## src/rtl/sbh_pkg.sv

```systemverilog
package sbh_pkg;
  // input types
  typedef enum logic [3:0] {
    SBH_IN_TC_J   = 4'h0,
    SBH_IN_TC_K   = 4'h1,
    SBH_IN_PT100  = 4'h2,
    SBH_IN_LINEAR = 4'h3,
    SBH_IN_COMMS  = 4'h4
  } sbh_in_type_e;

  typedef enum logic [1:0] {
    SBH_SB_OFF = 2'h0,
    SBH_SB_ON  = 2'h1,
    SBH_SB_LAT = 2'h2
  } sbh_sb_mode_e;

  typedef enum logic [1:0] {
    SBH_OUT_HEAT_COOL = 2'h0,
    SBH_OUT_HEAT_ONLY = 2'h1,
    SBH_OUT_COOL_ONLY = 2'h2
  } sbh_out_type_e;

  // alarm state, gray along idle -> active -> latched
  typedef enum logic [1:0] {
    SBH_AL_IDLE   = 2'b00,
    SBH_AL_ACTIVE = 2'b01,
    SBH_AL_LATCH  = 2'b11
  } sbh_alarm_e;

  // percent in tenths, signed 16 bit
  localparam logic signed [15:0] SBH_PCT_FULL = 16'sh03E8;
  localparam logic signed [15:0] SBH_PCT_ZERO = 16'sh0000;
  localparam logic signed [15:0] SBH_PCT_MFULL = -16'sh03E8;

  // temperature ranges in degrees C
  localparam logic signed [15:0] SBH_J_MIN  = -16'sh00D2;
  localparam logic signed [15:0] SBH_J_MAX  = 16'sh04B0;
  localparam logic signed [15:0] SBH_K_MIN  = -16'sh00C8;
  localparam logic signed [15:0] SBH_K_MAX  = 16'sh055C;
  localparam logic signed [15:0] SBH_PT_MIN = -16'sh00C8;
  localparam logic signed [15:0] SBH_PT_MAX = 16'sh0352;
  // millivolts in hundredths
  localparam logic signed [15:0] SBH_MV_MIN = -16'sh03E8;
  localparam logic signed [15:0] SBH_MV_MAX = 16'sh1F40;
  localparam logic signed [15:0] SBH_MV_LO_RST = -16'sh03E8;
  localparam logic signed [15:0] SBH_MV_HI_RST = 16'sh1F40;
  // linear break margin, percent of setting
  localparam int SBH_LIN_MARGIN_PCT = 5;

  // filter time in tenths of seconds; 0 means off
  localparam logic [15:0] SBH_FILT_RST = 16'h000F;
  localparam logic [15:0] SBH_OFS_RST  = 16'h0000;
  localparam logic signed [15:0] SBH_SAFE_RST = 16'sh0000;

  localparam int SBH_CLK_HZ       = 200_000_000;
  localparam int SBH_COMMS_TMO_S  = 5;
  localparam longint SBH_COMMS_TMO_CYC = longint'(SBH_COMMS_TMO_S) * longint'(SBH_CLK_HZ);
  // filter sample tick, 0.1 s
  localparam int SBH_TICK_MS  = 100;
  localparam longint SBH_TICK_CYC = longint'(SBH_TICK_MS) * longint'(SBH_CLK_HZ) / 1000;
  localparam int SBH_COMMS_ADDR = 203;

  localparam logic [7:0] SBH_REG_SB_MODE  = 8'h00;
  localparam logic [7:0] SBH_REG_OUT_TYPE = 8'h04;
  localparam logic [7:0] SBH_REG_OUT_HI   = 8'h08;
  localparam logic [7:0] SBH_REG_OUT_LO   = 8'h0C;
  localparam logic [7:0] SBH_REG_SAFE     = 8'h10;
  localparam logic [7:0] SBH_REG_IN_TYPE  = 8'h14;
  localparam logic [7:0] SBH_REG_OFFSET   = 8'h18;
  localparam logic [7:0] SBH_REG_FILT     = 8'h1C;
  localparam logic [7:0] SBH_REG_MV_LO    = 8'h20;
  localparam logic [7:0] SBH_REG_MV_HI    = 8'h24;
  localparam logic [7:0] SBH_REG_COMMS    = 8'h28;
  localparam logic [7:0] SBH_REG_ACK      = 8'h2C;
  localparam logic [7:0] SBH_REG_STATUS   = 8'h30;
  localparam logic [7:0] SBH_REG_PV       = 8'h34;
  localparam logic [7:0] SBH_REG_RATE     = 8'h38;
  localparam logic [7:0] SBH_REG_MV       = 8'h3C;
  localparam logic [7:0] SBH_REG_CTRL_OUT = 8'h40;
endpackage : sbh_pkg

```

## src/rtl/sbh_rate_filter.sv

```systemverilog
`timescale 1ns/1ps
// first-order filter on pv difference per tick
module sbh_rate_filter (
  input  wire logic               clk,          // clock
  input  wire logic               rst_b,        // async reset, active low
  input  wire logic               tick,         // sample strobe
  input  wire logic signed [15:0] pv,           // process value
  input  wire logic        [15:0] filt_time,    // tenths of s, 0 off
  output logic signed [15:0]      rate          // filtered rate
);
  logic signed [15:0] pv_prev;
  logic signed [15:0] next_pv_prev;
  logic signed [15:0] next_rate;
  logic signed [31:0] raw;
  logic signed [31:0] step;

  always_comb begin
    raw          = 32'(pv) - 32'(pv_prev);
    step         = 32'sh0;
    next_pv_prev = pv_prev;
    next_rate    = rate;
    if (tick) begin
      next_pv_prev = pv;
      if (filt_time == 16'h0000) begin
        next_rate = raw[15:0];
      end else begin
        // step by 1/(tau/dt); dt is one tick in tenths
        step      = (raw - 32'(rate)) / $signed({16'h0000, filt_time});
        next_rate = 16'(32'(rate) + step);
      end
    end
  end

  always_ff @(posedge clk or negedge rst_b) begin
    if (!rst_b) begin
      pv_prev <= 16'sh0000;
      rate    <= 16'sh0000;
    end else begin
      pv_prev <= next_pv_prev;
      rate    <= next_rate;
    end
  end
endmodule : sbh_rate_filter

```

## src/rtl/sbh_top.sv

```systemverilog
// The implementer's own choices: the address-and-strobe port and the address map.
`timescale 1ns/1ps
module sbh_top #(
  parameter longint COMMS_TMO_CYC = sbh_pkg::SBH_COMMS_TMO_CYC, // comms timeout
  parameter longint TICK_CYC      = sbh_pkg::SBH_TICK_CYC       // filter tick period
) (
  input  wire logic               clk,           // clock 200 MHz
  input  wire logic               rst_b,         // async reset, active low
  input  wire logic        [7:0]  addr,          // register byte address
  input  wire logic        [31:0] wdata,         // write data
  input  wire logic               wr,            // write strobe
  input  wire logic               rd,            // read strobe
  output logic             [31:0] rdata,         // read data, cycle after rd
  input  wire logic               open_circuit,  // front-end break flag, level
  input  wire logic signed [15:0] meas_value,    // linearised measurement
  input  wire logic signed [15:0] millivolt_in,  // raw terminal mV, hundredths
  input  wire logic signed [15:0] ctrl_demand,   // normal control demand
  output logic signed [15:0]      ctrl_out,      // control output
  output logic                    alarm_beacon,  // beacon flashing enable
  output logic                    alarm_relay,   // alarm output relay
  output logic                    sensor_break   // break in effect
);
  sbh_pkg::sbh_sb_mode_e  sensor_break_mode, next_mode;
  sbh_pkg::sbh_out_type_e out_type, next_out_type;
  sbh_pkg::sbh_in_type_e  in_type, next_in_type;
  sbh_pkg::sbh_alarm_e    al_state, next_al_state;
  logic signed [15:0] output_upper_limit, next_hi;
  logic signed [15:0] output_lower_limit, next_lo;
  logic signed [15:0] safe_value, next_safe;
  logic signed [15:0] process_value_offset, next_ofs;
  logic        [15:0] rate_filter_time, next_filt;
  logic signed [15:0] mv_lo, next_mv_lo;
  logic signed [15:0] mv_hi, next_mv_hi;
  logic signed [15:0] comms_value, next_comms;
  logic        [39:0] tmo_cnt, next_tmo_cnt;
  logic        [31:0] tick_cnt, next_tick_cnt;
  logic               tick;
  logic signed [15:0] pv, next_pv;
  logic signed [15:0] millivolt_reading, next_mvr;
  logic signed [15:0] rate_of_change_value;
  logic signed [15:0] next_ctrl_out;
  logic               next_beacon, next_relay, brk, next_brk;
  logic        [31:0] next_rdata;
  logic signed [15:0] lim_min, lim_max, span_min, span_max;
  logic signed [31:0] sel, mlo, mhi;
  logic               wr_ack;

  function automatic logic signed [15:0] clamp(input logic signed [15:0] v,
                                               input logic signed [15:0] lo,
                                               input logic signed [15:0] hi);
    if (v < lo) begin
      clamp = lo;
    end else if (v > hi) begin
      clamp = hi;
    end else begin
      clamp = v;
    end
  endfunction : clamp

  function automatic logic hit(input logic [7:0] a);
    hit = wr && (addr == a);
  endfunction : hit

  // limit ranges from output type, span ranges from input type
  always_comb begin
    case (out_type)
      sbh_pkg::SBH_OUT_HEAT_ONLY: begin
        lim_min = sbh_pkg::SBH_PCT_ZERO;
        lim_max = sbh_pkg::SBH_PCT_FULL;
      end
      sbh_pkg::SBH_OUT_COOL_ONLY: begin
        lim_min = sbh_pkg::SBH_PCT_MFULL;
        lim_max = sbh_pkg::SBH_PCT_ZERO;
      end
      default: begin
        lim_min = sbh_pkg::SBH_PCT_MFULL;
        lim_max = sbh_pkg::SBH_PCT_FULL;
      end
    endcase
    case (in_type)
      sbh_pkg::SBH_IN_TC_J: begin
        span_min = sbh_pkg::SBH_J_MIN;
        span_max = sbh_pkg::SBH_J_MAX;
      end
      sbh_pkg::SBH_IN_TC_K: begin
        span_min = sbh_pkg::SBH_K_MIN;
        span_max = sbh_pkg::SBH_K_MAX;
      end
      sbh_pkg::SBH_IN_PT100: begin
        span_min = sbh_pkg::SBH_PT_MIN;
        span_max = sbh_pkg::SBH_PT_MAX;
      end
      default: begin
        span_min = 16'sh8000;
        span_max = 16'sh7FFF;
      end
    endcase
  end

  // configuration writes
  always_comb begin
    next_mode     = sensor_break_mode;
    next_out_type = out_type;
    next_in_type  = in_type;
    next_hi       = output_upper_limit;
    next_lo       = output_lower_limit;
    next_safe     = safe_value;
    next_ofs      = process_value_offset;
    next_filt     = rate_filter_time;
    next_mv_lo    = mv_lo;
    next_mv_hi    = mv_hi;
    next_comms    = comms_value;
    wr_ack        = hit(sbh_pkg::SBH_REG_ACK) && wdata[0];
    if (hit(sbh_pkg::SBH_REG_SB_MODE) && (wdata[1:0] != 2'h3)) begin
      next_mode = sbh_pkg::sbh_sb_mode_e'(wdata[1:0]);
    end
    if (hit(sbh_pkg::SBH_REG_OUT_TYPE) && (wdata[1:0] != 2'h3)) begin
      next_out_type = sbh_pkg::sbh_out_type_e'(wdata[1:0]);
    end
    if (hit(sbh_pkg::SBH_REG_IN_TYPE) && (wdata[3:0] <= 4'h4)) begin
      next_in_type = sbh_pkg::sbh_in_type_e'(wdata[3:0]);
    end
    if (hit(sbh_pkg::SBH_REG_OUT_HI)) begin
      next_hi = wdata[15:0];
    end
    if (hit(sbh_pkg::SBH_REG_OUT_LO)) begin
      next_lo = wdata[15:0];
    end
    if (hit(sbh_pkg::SBH_REG_SAFE)) begin
      next_safe = wdata[15:0];
    end
    if (hit(sbh_pkg::SBH_REG_OFFSET)) begin
      next_ofs = wdata[15:0];
    end
    if (hit(sbh_pkg::SBH_REG_FILT)) begin
      next_filt = wdata[15:0];
    end
    if (hit(sbh_pkg::SBH_REG_MV_LO)) begin
      next_mv_lo = clamp(wdata[15:0], sbh_pkg::SBH_MV_MIN, sbh_pkg::SBH_MV_MAX);
    end
    if (hit(sbh_pkg::SBH_REG_MV_HI)) begin
      next_mv_hi = clamp(wdata[15:0], sbh_pkg::SBH_MV_MIN, sbh_pkg::SBH_MV_MAX);
    end
    if (hit(sbh_pkg::SBH_REG_COMMS)) begin
      next_comms = wdata[15:0];
    end
    // limits always re-clamped so a type change also pulls them in
    next_hi = clamp(next_hi, lim_min, lim_max);
    next_lo = clamp(next_lo, lim_min, next_hi);
    // safe follows whichever limit it now violates
    if (next_safe < next_lo) begin
      next_safe = next_lo;
    end else if (next_safe > next_hi) begin
      next_safe = next_hi;
    end
  end

  // process value, timeout, break detection
  always_comb begin
    next_tick_cnt = (tick_cnt >= 32'(TICK_CYC - 1)) ? 32'h0 : tick_cnt + 32'h1;
    next_tmo_cnt  = tmo_cnt;
    if (in_type != sbh_pkg::SBH_IN_COMMS || hit(sbh_pkg::SBH_REG_COMMS)) begin
      next_tmo_cnt = 40'h0;
    end else if (tmo_cnt < 40'(COMMS_TMO_CYC)) begin
      next_tmo_cnt = tmo_cnt + 40'h1;
    end
    sel = (in_type == sbh_pkg::SBH_IN_COMMS) ? 32'(comms_value) : 32'(clamp(meas_value, span_min, span_max));
    next_pv  = clamp(16'(sel + 32'(process_value_offset)), 16'sh8000, 16'sh7FFF);
    next_mvr = millivolt_in;
    mlo = 32'(mv_lo) - (32'(mv_lo < 0 ? -mv_lo : mv_lo) * sbh_pkg::SBH_LIN_MARGIN_PCT) / 100;
    mhi = 32'(mv_hi) + (32'(mv_hi < 0 ? -mv_hi : mv_hi) * sbh_pkg::SBH_LIN_MARGIN_PCT) / 100;
    next_brk = open_circuit;
    if (in_type == sbh_pkg::SBH_IN_LINEAR && (32'(millivolt_in) < mlo || 32'(millivolt_in) > mhi)) begin
      next_brk = 1'b1;
    end
    if (in_type == sbh_pkg::SBH_IN_COMMS && tmo_cnt >= 40'(COMMS_TMO_CYC)) begin
      next_brk = 1'b1;
    end
  end

  // alarm state and output choice
  always_comb begin
    next_al_state = al_state;
    case (al_state)
      sbh_pkg::SBH_AL_IDLE: begin
        if (brk && sensor_break_mode != sbh_pkg::SBH_SB_OFF) begin
          next_al_state = sbh_pkg::SBH_AL_ACTIVE;
        end
      end
      sbh_pkg::SBH_AL_ACTIVE: begin
        // acknowledge ignored here while break persists
        if (sensor_break_mode == sbh_pkg::SBH_SB_OFF) begin
          next_al_state = sbh_pkg::SBH_AL_IDLE;
        end else if (!brk && sensor_break_mode == sbh_pkg::SBH_SB_ON) begin
          next_al_state = sbh_pkg::SBH_AL_IDLE;
        end else if (!brk) begin
          next_al_state = sbh_pkg::SBH_AL_LATCH;
        end
      end
      sbh_pkg::SBH_AL_LATCH: begin
        if (brk) begin
          next_al_state = sbh_pkg::SBH_AL_ACTIVE;
        end else if (wr_ack || sensor_break_mode != sbh_pkg::SBH_SB_LAT) begin
          next_al_state = sbh_pkg::SBH_AL_IDLE;
        end
      end
      default: begin
        next_al_state = sbh_pkg::SBH_AL_IDLE;
      end
    endcase
    next_beacon = (next_al_state != sbh_pkg::SBH_AL_IDLE);
    next_relay  = next_beacon;
    next_ctrl_out = clamp(ctrl_demand, output_lower_limit, output_upper_limit);
    if (brk) begin
      if (sensor_break_mode == sbh_pkg::SBH_SB_OFF) begin
        next_ctrl_out = output_upper_limit;
      end else if (safe_value >= output_lower_limit && safe_value <= output_upper_limit) begin
        next_ctrl_out = safe_value;
      end else begin
        next_ctrl_out = output_upper_limit;
      end
    end
  end

  // read mux
  always_comb begin
    next_rdata = 32'h0;
    if (rd) begin
      case (addr)
        sbh_pkg::SBH_REG_SB_MODE:  next_rdata = {30'h0, sensor_break_mode};
        sbh_pkg::SBH_REG_OUT_TYPE: next_rdata = {30'h0, out_type};
        sbh_pkg::SBH_REG_OUT_HI:   next_rdata = {16'h0, output_upper_limit};
        sbh_pkg::SBH_REG_OUT_LO:   next_rdata = {16'h0, output_lower_limit};
        sbh_pkg::SBH_REG_SAFE:     next_rdata = {16'h0, safe_value};
        sbh_pkg::SBH_REG_IN_TYPE:  next_rdata = {28'h0, in_type};
        sbh_pkg::SBH_REG_OFFSET:   next_rdata = {16'h0, process_value_offset};
        sbh_pkg::SBH_REG_FILT:     next_rdata = {16'h0, rate_filter_time};
        sbh_pkg::SBH_REG_MV_LO:    next_rdata = {16'h0, mv_lo};
        sbh_pkg::SBH_REG_MV_HI:    next_rdata = {16'h0, mv_hi};
        sbh_pkg::SBH_REG_COMMS:    next_rdata = {16'h0, comms_value};
        sbh_pkg::SBH_REG_STATUS:   next_rdata = {28'h0, al_state, alarm_relay, brk};
        sbh_pkg::SBH_REG_PV:       next_rdata = {16'h0, pv};
        sbh_pkg::SBH_REG_RATE:     next_rdata = {16'h0, rate_of_change_value};
        sbh_pkg::SBH_REG_MV:       next_rdata = {16'h0, millivolt_reading};
        sbh_pkg::SBH_REG_CTRL_OUT: next_rdata = {16'h0, ctrl_out};
        default:                   next_rdata = 32'h0;
      endcase
    end
  end

  assign tick = (tick_cnt == 32'h0);

  sbh_rate_filter i_sbh_rate_filter (
    .clk       (clk),
    .rst_b     (rst_b),
    .tick      (tick),
    .pv        (pv),
    .filt_time (rate_filter_time),
    .rate      (rate_of_change_value)
  );

  always_ff @(posedge clk or negedge rst_b) begin
    if (!rst_b) begin
      sensor_break_mode    <= sbh_pkg::SBH_SB_ON;
      out_type             <= sbh_pkg::SBH_OUT_HEAT_COOL;
      in_type              <= sbh_pkg::SBH_IN_TC_K;
      al_state             <= sbh_pkg::SBH_AL_IDLE;
      output_upper_limit   <= sbh_pkg::SBH_PCT_FULL;
      output_lower_limit   <= sbh_pkg::SBH_PCT_MFULL;
      safe_value           <= sbh_pkg::SBH_SAFE_RST;
      process_value_offset <= sbh_pkg::SBH_OFS_RST;
      rate_filter_time     <= sbh_pkg::SBH_FILT_RST;
      mv_lo                <= sbh_pkg::SBH_MV_LO_RST;
      mv_hi                <= sbh_pkg::SBH_MV_HI_RST;
      comms_value          <= 16'sh0000;
      tmo_cnt              <= 40'h0;
      tick_cnt             <= 32'h0;
      pv                   <= 16'sh0000;
      millivolt_reading    <= 16'sh0000;
      brk                  <= 1'b0;
      ctrl_out             <= 16'sh0000;
      alarm_beacon         <= 1'b0;
      alarm_relay          <= 1'b0;
      sensor_break         <= 1'b0;
      rdata                <= 32'h0;
    end else begin
      sensor_break_mode    <= next_mode;
      out_type             <= next_out_type;
      in_type              <= next_in_type;
      al_state             <= next_al_state;
      output_upper_limit   <= next_hi;
      output_lower_limit   <= next_lo;
      safe_value           <= next_safe;
      process_value_offset <= next_ofs;
      rate_filter_time     <= next_filt;
      mv_lo                <= next_mv_lo;
      mv_hi                <= next_mv_hi;
      comms_value          <= next_comms;
      tmo_cnt              <= next_tmo_cnt;
      tick_cnt             <= next_tick_cnt;
      pv                   <= next_pv;
      millivolt_reading    <= next_mvr;
      brk                  <= next_brk;
      ctrl_out             <= next_ctrl_out;
      alarm_beacon         <= next_beacon;
      alarm_relay          <= next_relay;
      sensor_break         <= brk;
      rdata                <= next_rdata;
    end
  end
endmodule : sbh_top

```

## config.mk

```make
export PLATFORM = sky130hd
export DESIGN_NAME = sbh_top
export DESIGN_NICKNAME = d
export VERILOG_FILES = /design/src/rtl/sbh_pkg.sv /design/src/rtl/sbh_rate_filter.sv /design/src/rtl/sbh_top.sv
export SDC_FILE = /design/constraint.sdc
export NUM_CORES = 2
export LEC_CHECK = 0
export ABC_AREA = 1
export BUFFER_PORTS_ARGS = -buffer_cell sky130_fd_sc_hd__buf_2
export CORE_MARGIN = 2
export CORE_UTILIZATION = 30
export DETAILED_ROUTE_END_ITERATION = 6
export PLACE_DENSITY = 0.41
export SLEW_MARGIN = 10
export SYNTH_ARGS = -nofsm -noshare
export SYNTH_HDL_FRONTEND = slang
export SYNTH_SLANG_ARGS = --single-unit
```

## constraint.sdc

```tcl
create_clock -name clk -period 154.6 [get_ports clk]
set_input_delay 7.73 -clock clk [delete_from_list [all_inputs] [get_ports clk]]
set_output_delay 7.73 -clock clk [all_outputs]
set_load 0.02 [all_outputs]
```

==> qor.yml <==
via_count: 66461
placed_cells: 13466
width_of_the_die_um: 480
max_cap_viols: 0
ys_top_cells_by_count: "nand2_1, inv_1, ha_1"
clk_path_buf_depth: 3
worst_slew_margin_rel_pct: 31.2
netlist_top_cells_area: "ha_1, nand2_1, dfrtp_1, inv_1, o21ai_0"
required_ns: 155.12
min_period_over_period_pct: 64.0
top_cell_by_count_worst_path: "a21oi_1"
layoutNonFillerInstCount: 13571
synthesis.area_mm2: 0.0679
post_cts.repair.setup_buffers: 0
synth_edf_count: 0
cp.arrival_ns: 99.43
run_status: "finished clean"
finalSetupViolCount: 0
worstHoldPathCells: 1
endpoint_kind: "register"
vias_in_the_first_global_route: 63787
area_growth_syn_to_layout_pct: 8.04
fmax_mhz: 10.1
final_wirelength_mm: 233
vias_per_cell: 4.90
grt_remaining_overflow: 0
grt_start_max_net_pins: 110
synth_largest_area_cell: "ha_1"
timing.final.crit_period_ns: 98.91
worst-r2r-setup-slack_ns: 55.69
start_util_pct: 30.2
ctsHtreeMaxLevel: 2
wl_per_cell_um: 17.1
crit_path_max_fanout: 43
clk_pin_slew_ns: 0.06
grt_pass1_wl_mm: 366
post-dp-hpwl_mm: 197
postSynthRegisterBits: 309
final.setup.tns_ns: 0
dominantRegCellSynth: "dfrtp_1"
final.setup_skew_ns: 0.0372
cts_tree: "built"
worstSetupPathType: "register to register"
dieArea_mm2: 0.230
worst_hold_path_type: "register to register"
place.port_buffers: 111
final_max_slew_viol_count: 0
fraction_of_post_synthesis_cell_area_in_the_top_cell_type_by_area_pct: 15.8
ctsRootBufferMaster: "clkbuf_16"
final-hold-violation-count: 0
netlist-cell-type-count: 103
fin_util_pct: 32.6
r2r.worst_path.cells: 580
gp_routability_congestion: 0.914
ctsResizeCount: 0
drt_pre_antenna_iters: 6
postSynthCellCount: 10388
drt.antenna.violating_nets: 0
synth-async-reset-ratio_pct: 100
worst_path_max_delay_cell: "nor2_4"
rsz0062_at_grt: "false"
synthMostInstantiatedCell: "nand2_1"
cts_buffers: 43
antenna_violations_before_repair: 49
ctsHoldBuffers: 0
start_kind: "register"
insertion_delay_ns: 0.62
core-area_mm2: 0.225
clkSinkCount: 309
tightest_slew_ns: 1.02
post-route-drc-count: 0
num_io_pins: 144
std_cell_rows: 174
fraction_of_final_layout_cells_with_drive_strength_greater_than_1_pct: 14.0
synth_area_per_cell_um2: 6.53
ys.warnings.count: 0
first_iter_violations: 3722
grt.total_usage_pct: 19.9
synth.yosys.seq_area_share_pct: 11.5
cp_slowest_stage_delay_ns: 0.58
die_y_um: 480
design.final.nets: 11478
-- sequential cells by signal (all words and copies together) (netlist names) --
register,cells
al_state,2
alarm_relay,1
brk,1
comms_value,16
ctrl_out,16
i_sbh_rate_filter.pv_prev,16
i_sbh_rate_filter.rate,16
in_type,4
millivolt_reading,16
mv_hi,16
mv_lo,16
out_type,2
output_lower_limit,16
output_upper_limit,16
process_value_offset,16
pv,16
rate_filter_time,16
rdata,16
safe_value,16
sensor_break,1
sensor_break_mode,2
tick_cnt,32
tmo_cnt,40
-- through the flow --
step	hold slack, ns	instance area, um2	worst slack (ns)
final	0.457	73300	55.69
after floorplan	0.432	68200	70.63
after detailed placement	0.456	71800	55.27
after global routing	0.488	73300	42.44
after CTS	0.463	73300	54.84
after global placement	0.453	71800	56.24
-- worst max-delay path, delay by kind of cell (launching register included) --
family          cells  cell delay, ns
compound gates    239           47.26
simple gates      199           26.22
buf+inv           107           14.28
fa+ha+maj          32            9.70
xor+xnor            3            0.52
flops               1            0.42
-- metal layers --
layer | track usage, % | vias up | wire length [um]
met5 | 0 | - | 91
met4 | 6.44 | 14 | 8410
met3 | 1.47 | 261 | 8160
met2 | 33.8 | 1063 | 107000
met1 | 26.5 | 30350 | 109000
li1 | - | 34773 | -
-- cells in the final DEF, fill, tap and decap left out, types with 93 or more instances in the layout --
| cell | count |
|---|---|
| xor2_1 | 411 |
| dfrtp_1 | 275 |
| nand4_1 | 236 |
| nand3_2 | 93 |
| inv_2 | 119 |
| nor2_1 | 713 |
| nand3_1 | 527 |
| xnor2_1 | 173 |
| inv_1 | 1410 |
| o21ai_1 | 111 |
| nor3_1 | 128 |
| ha_1 | 858 |
| nand2_2 | 350 |
| nand2_4 | 192 |
| nand2_1 | 2124 |
| o21ai_0 | 740 |
| buf_2 | 110 |
| a21oi_1 | 680 |
-- cell families after synthesis --
logic type / after synthesis / share of synthesized area, %
buf+inv: 1755 / 10.8
flops: 309 / 11.5
fa+ha+maj: 866 / 16.1
xor+xnor: 589 / 7.66
compound gates: 2065 / 17.5
mux: 1 / 0.0166
other cells: 1 / 0.00552
simple gates: 4802 / 36.6
-- path summary, 6_finish.rpt --
kind | start | to
worst max-delay path | rate_filter_time[15]$_DFFE_PN0P_ | i_sbh_rate_filter.rate[15]$_DFFE_PN0N_
worst min-delay path | tick_cnt[0]$_DFF_PN0_ | tick_cnt[0]$_DFF_PN0_
worst max register to register | rate_filter_time[15]$_DFFE_PN0P_ | i_sbh_rate_filter.rate[15]$_DFFE_PN0N_
worst min register to register | tick_cnt[0]$_DFF_PN0_ | tick_cnt[0]$_DFF_PN0_
max in group asynchronous | rst_b | mv_hi[7]$_DFFE_PN0P_
min in group asynchronous | rst_b | rdata[10]$_DFF_PN0_
-- area by class of cell --
| class | instances | area [um2] |
|---|---|---|
| fillers | 24592 | 152000 |
| multi-input cells | 8414 | 53200 |
| flip-flops and latches | 309 | 7770 |
| inverters | 1582 | 6080 |
| well taps | 2992 | 3740 |
| clock buffers | 63 | 1240 |
| repair buffers | 169 | 1000 |
| clock inverters | 17 | 250 |
| diodes | 25 | 62.6 |
Power is not shown: default switching activity piles up to over one toggle a cycle in this logic, so the estimate is an artifact.
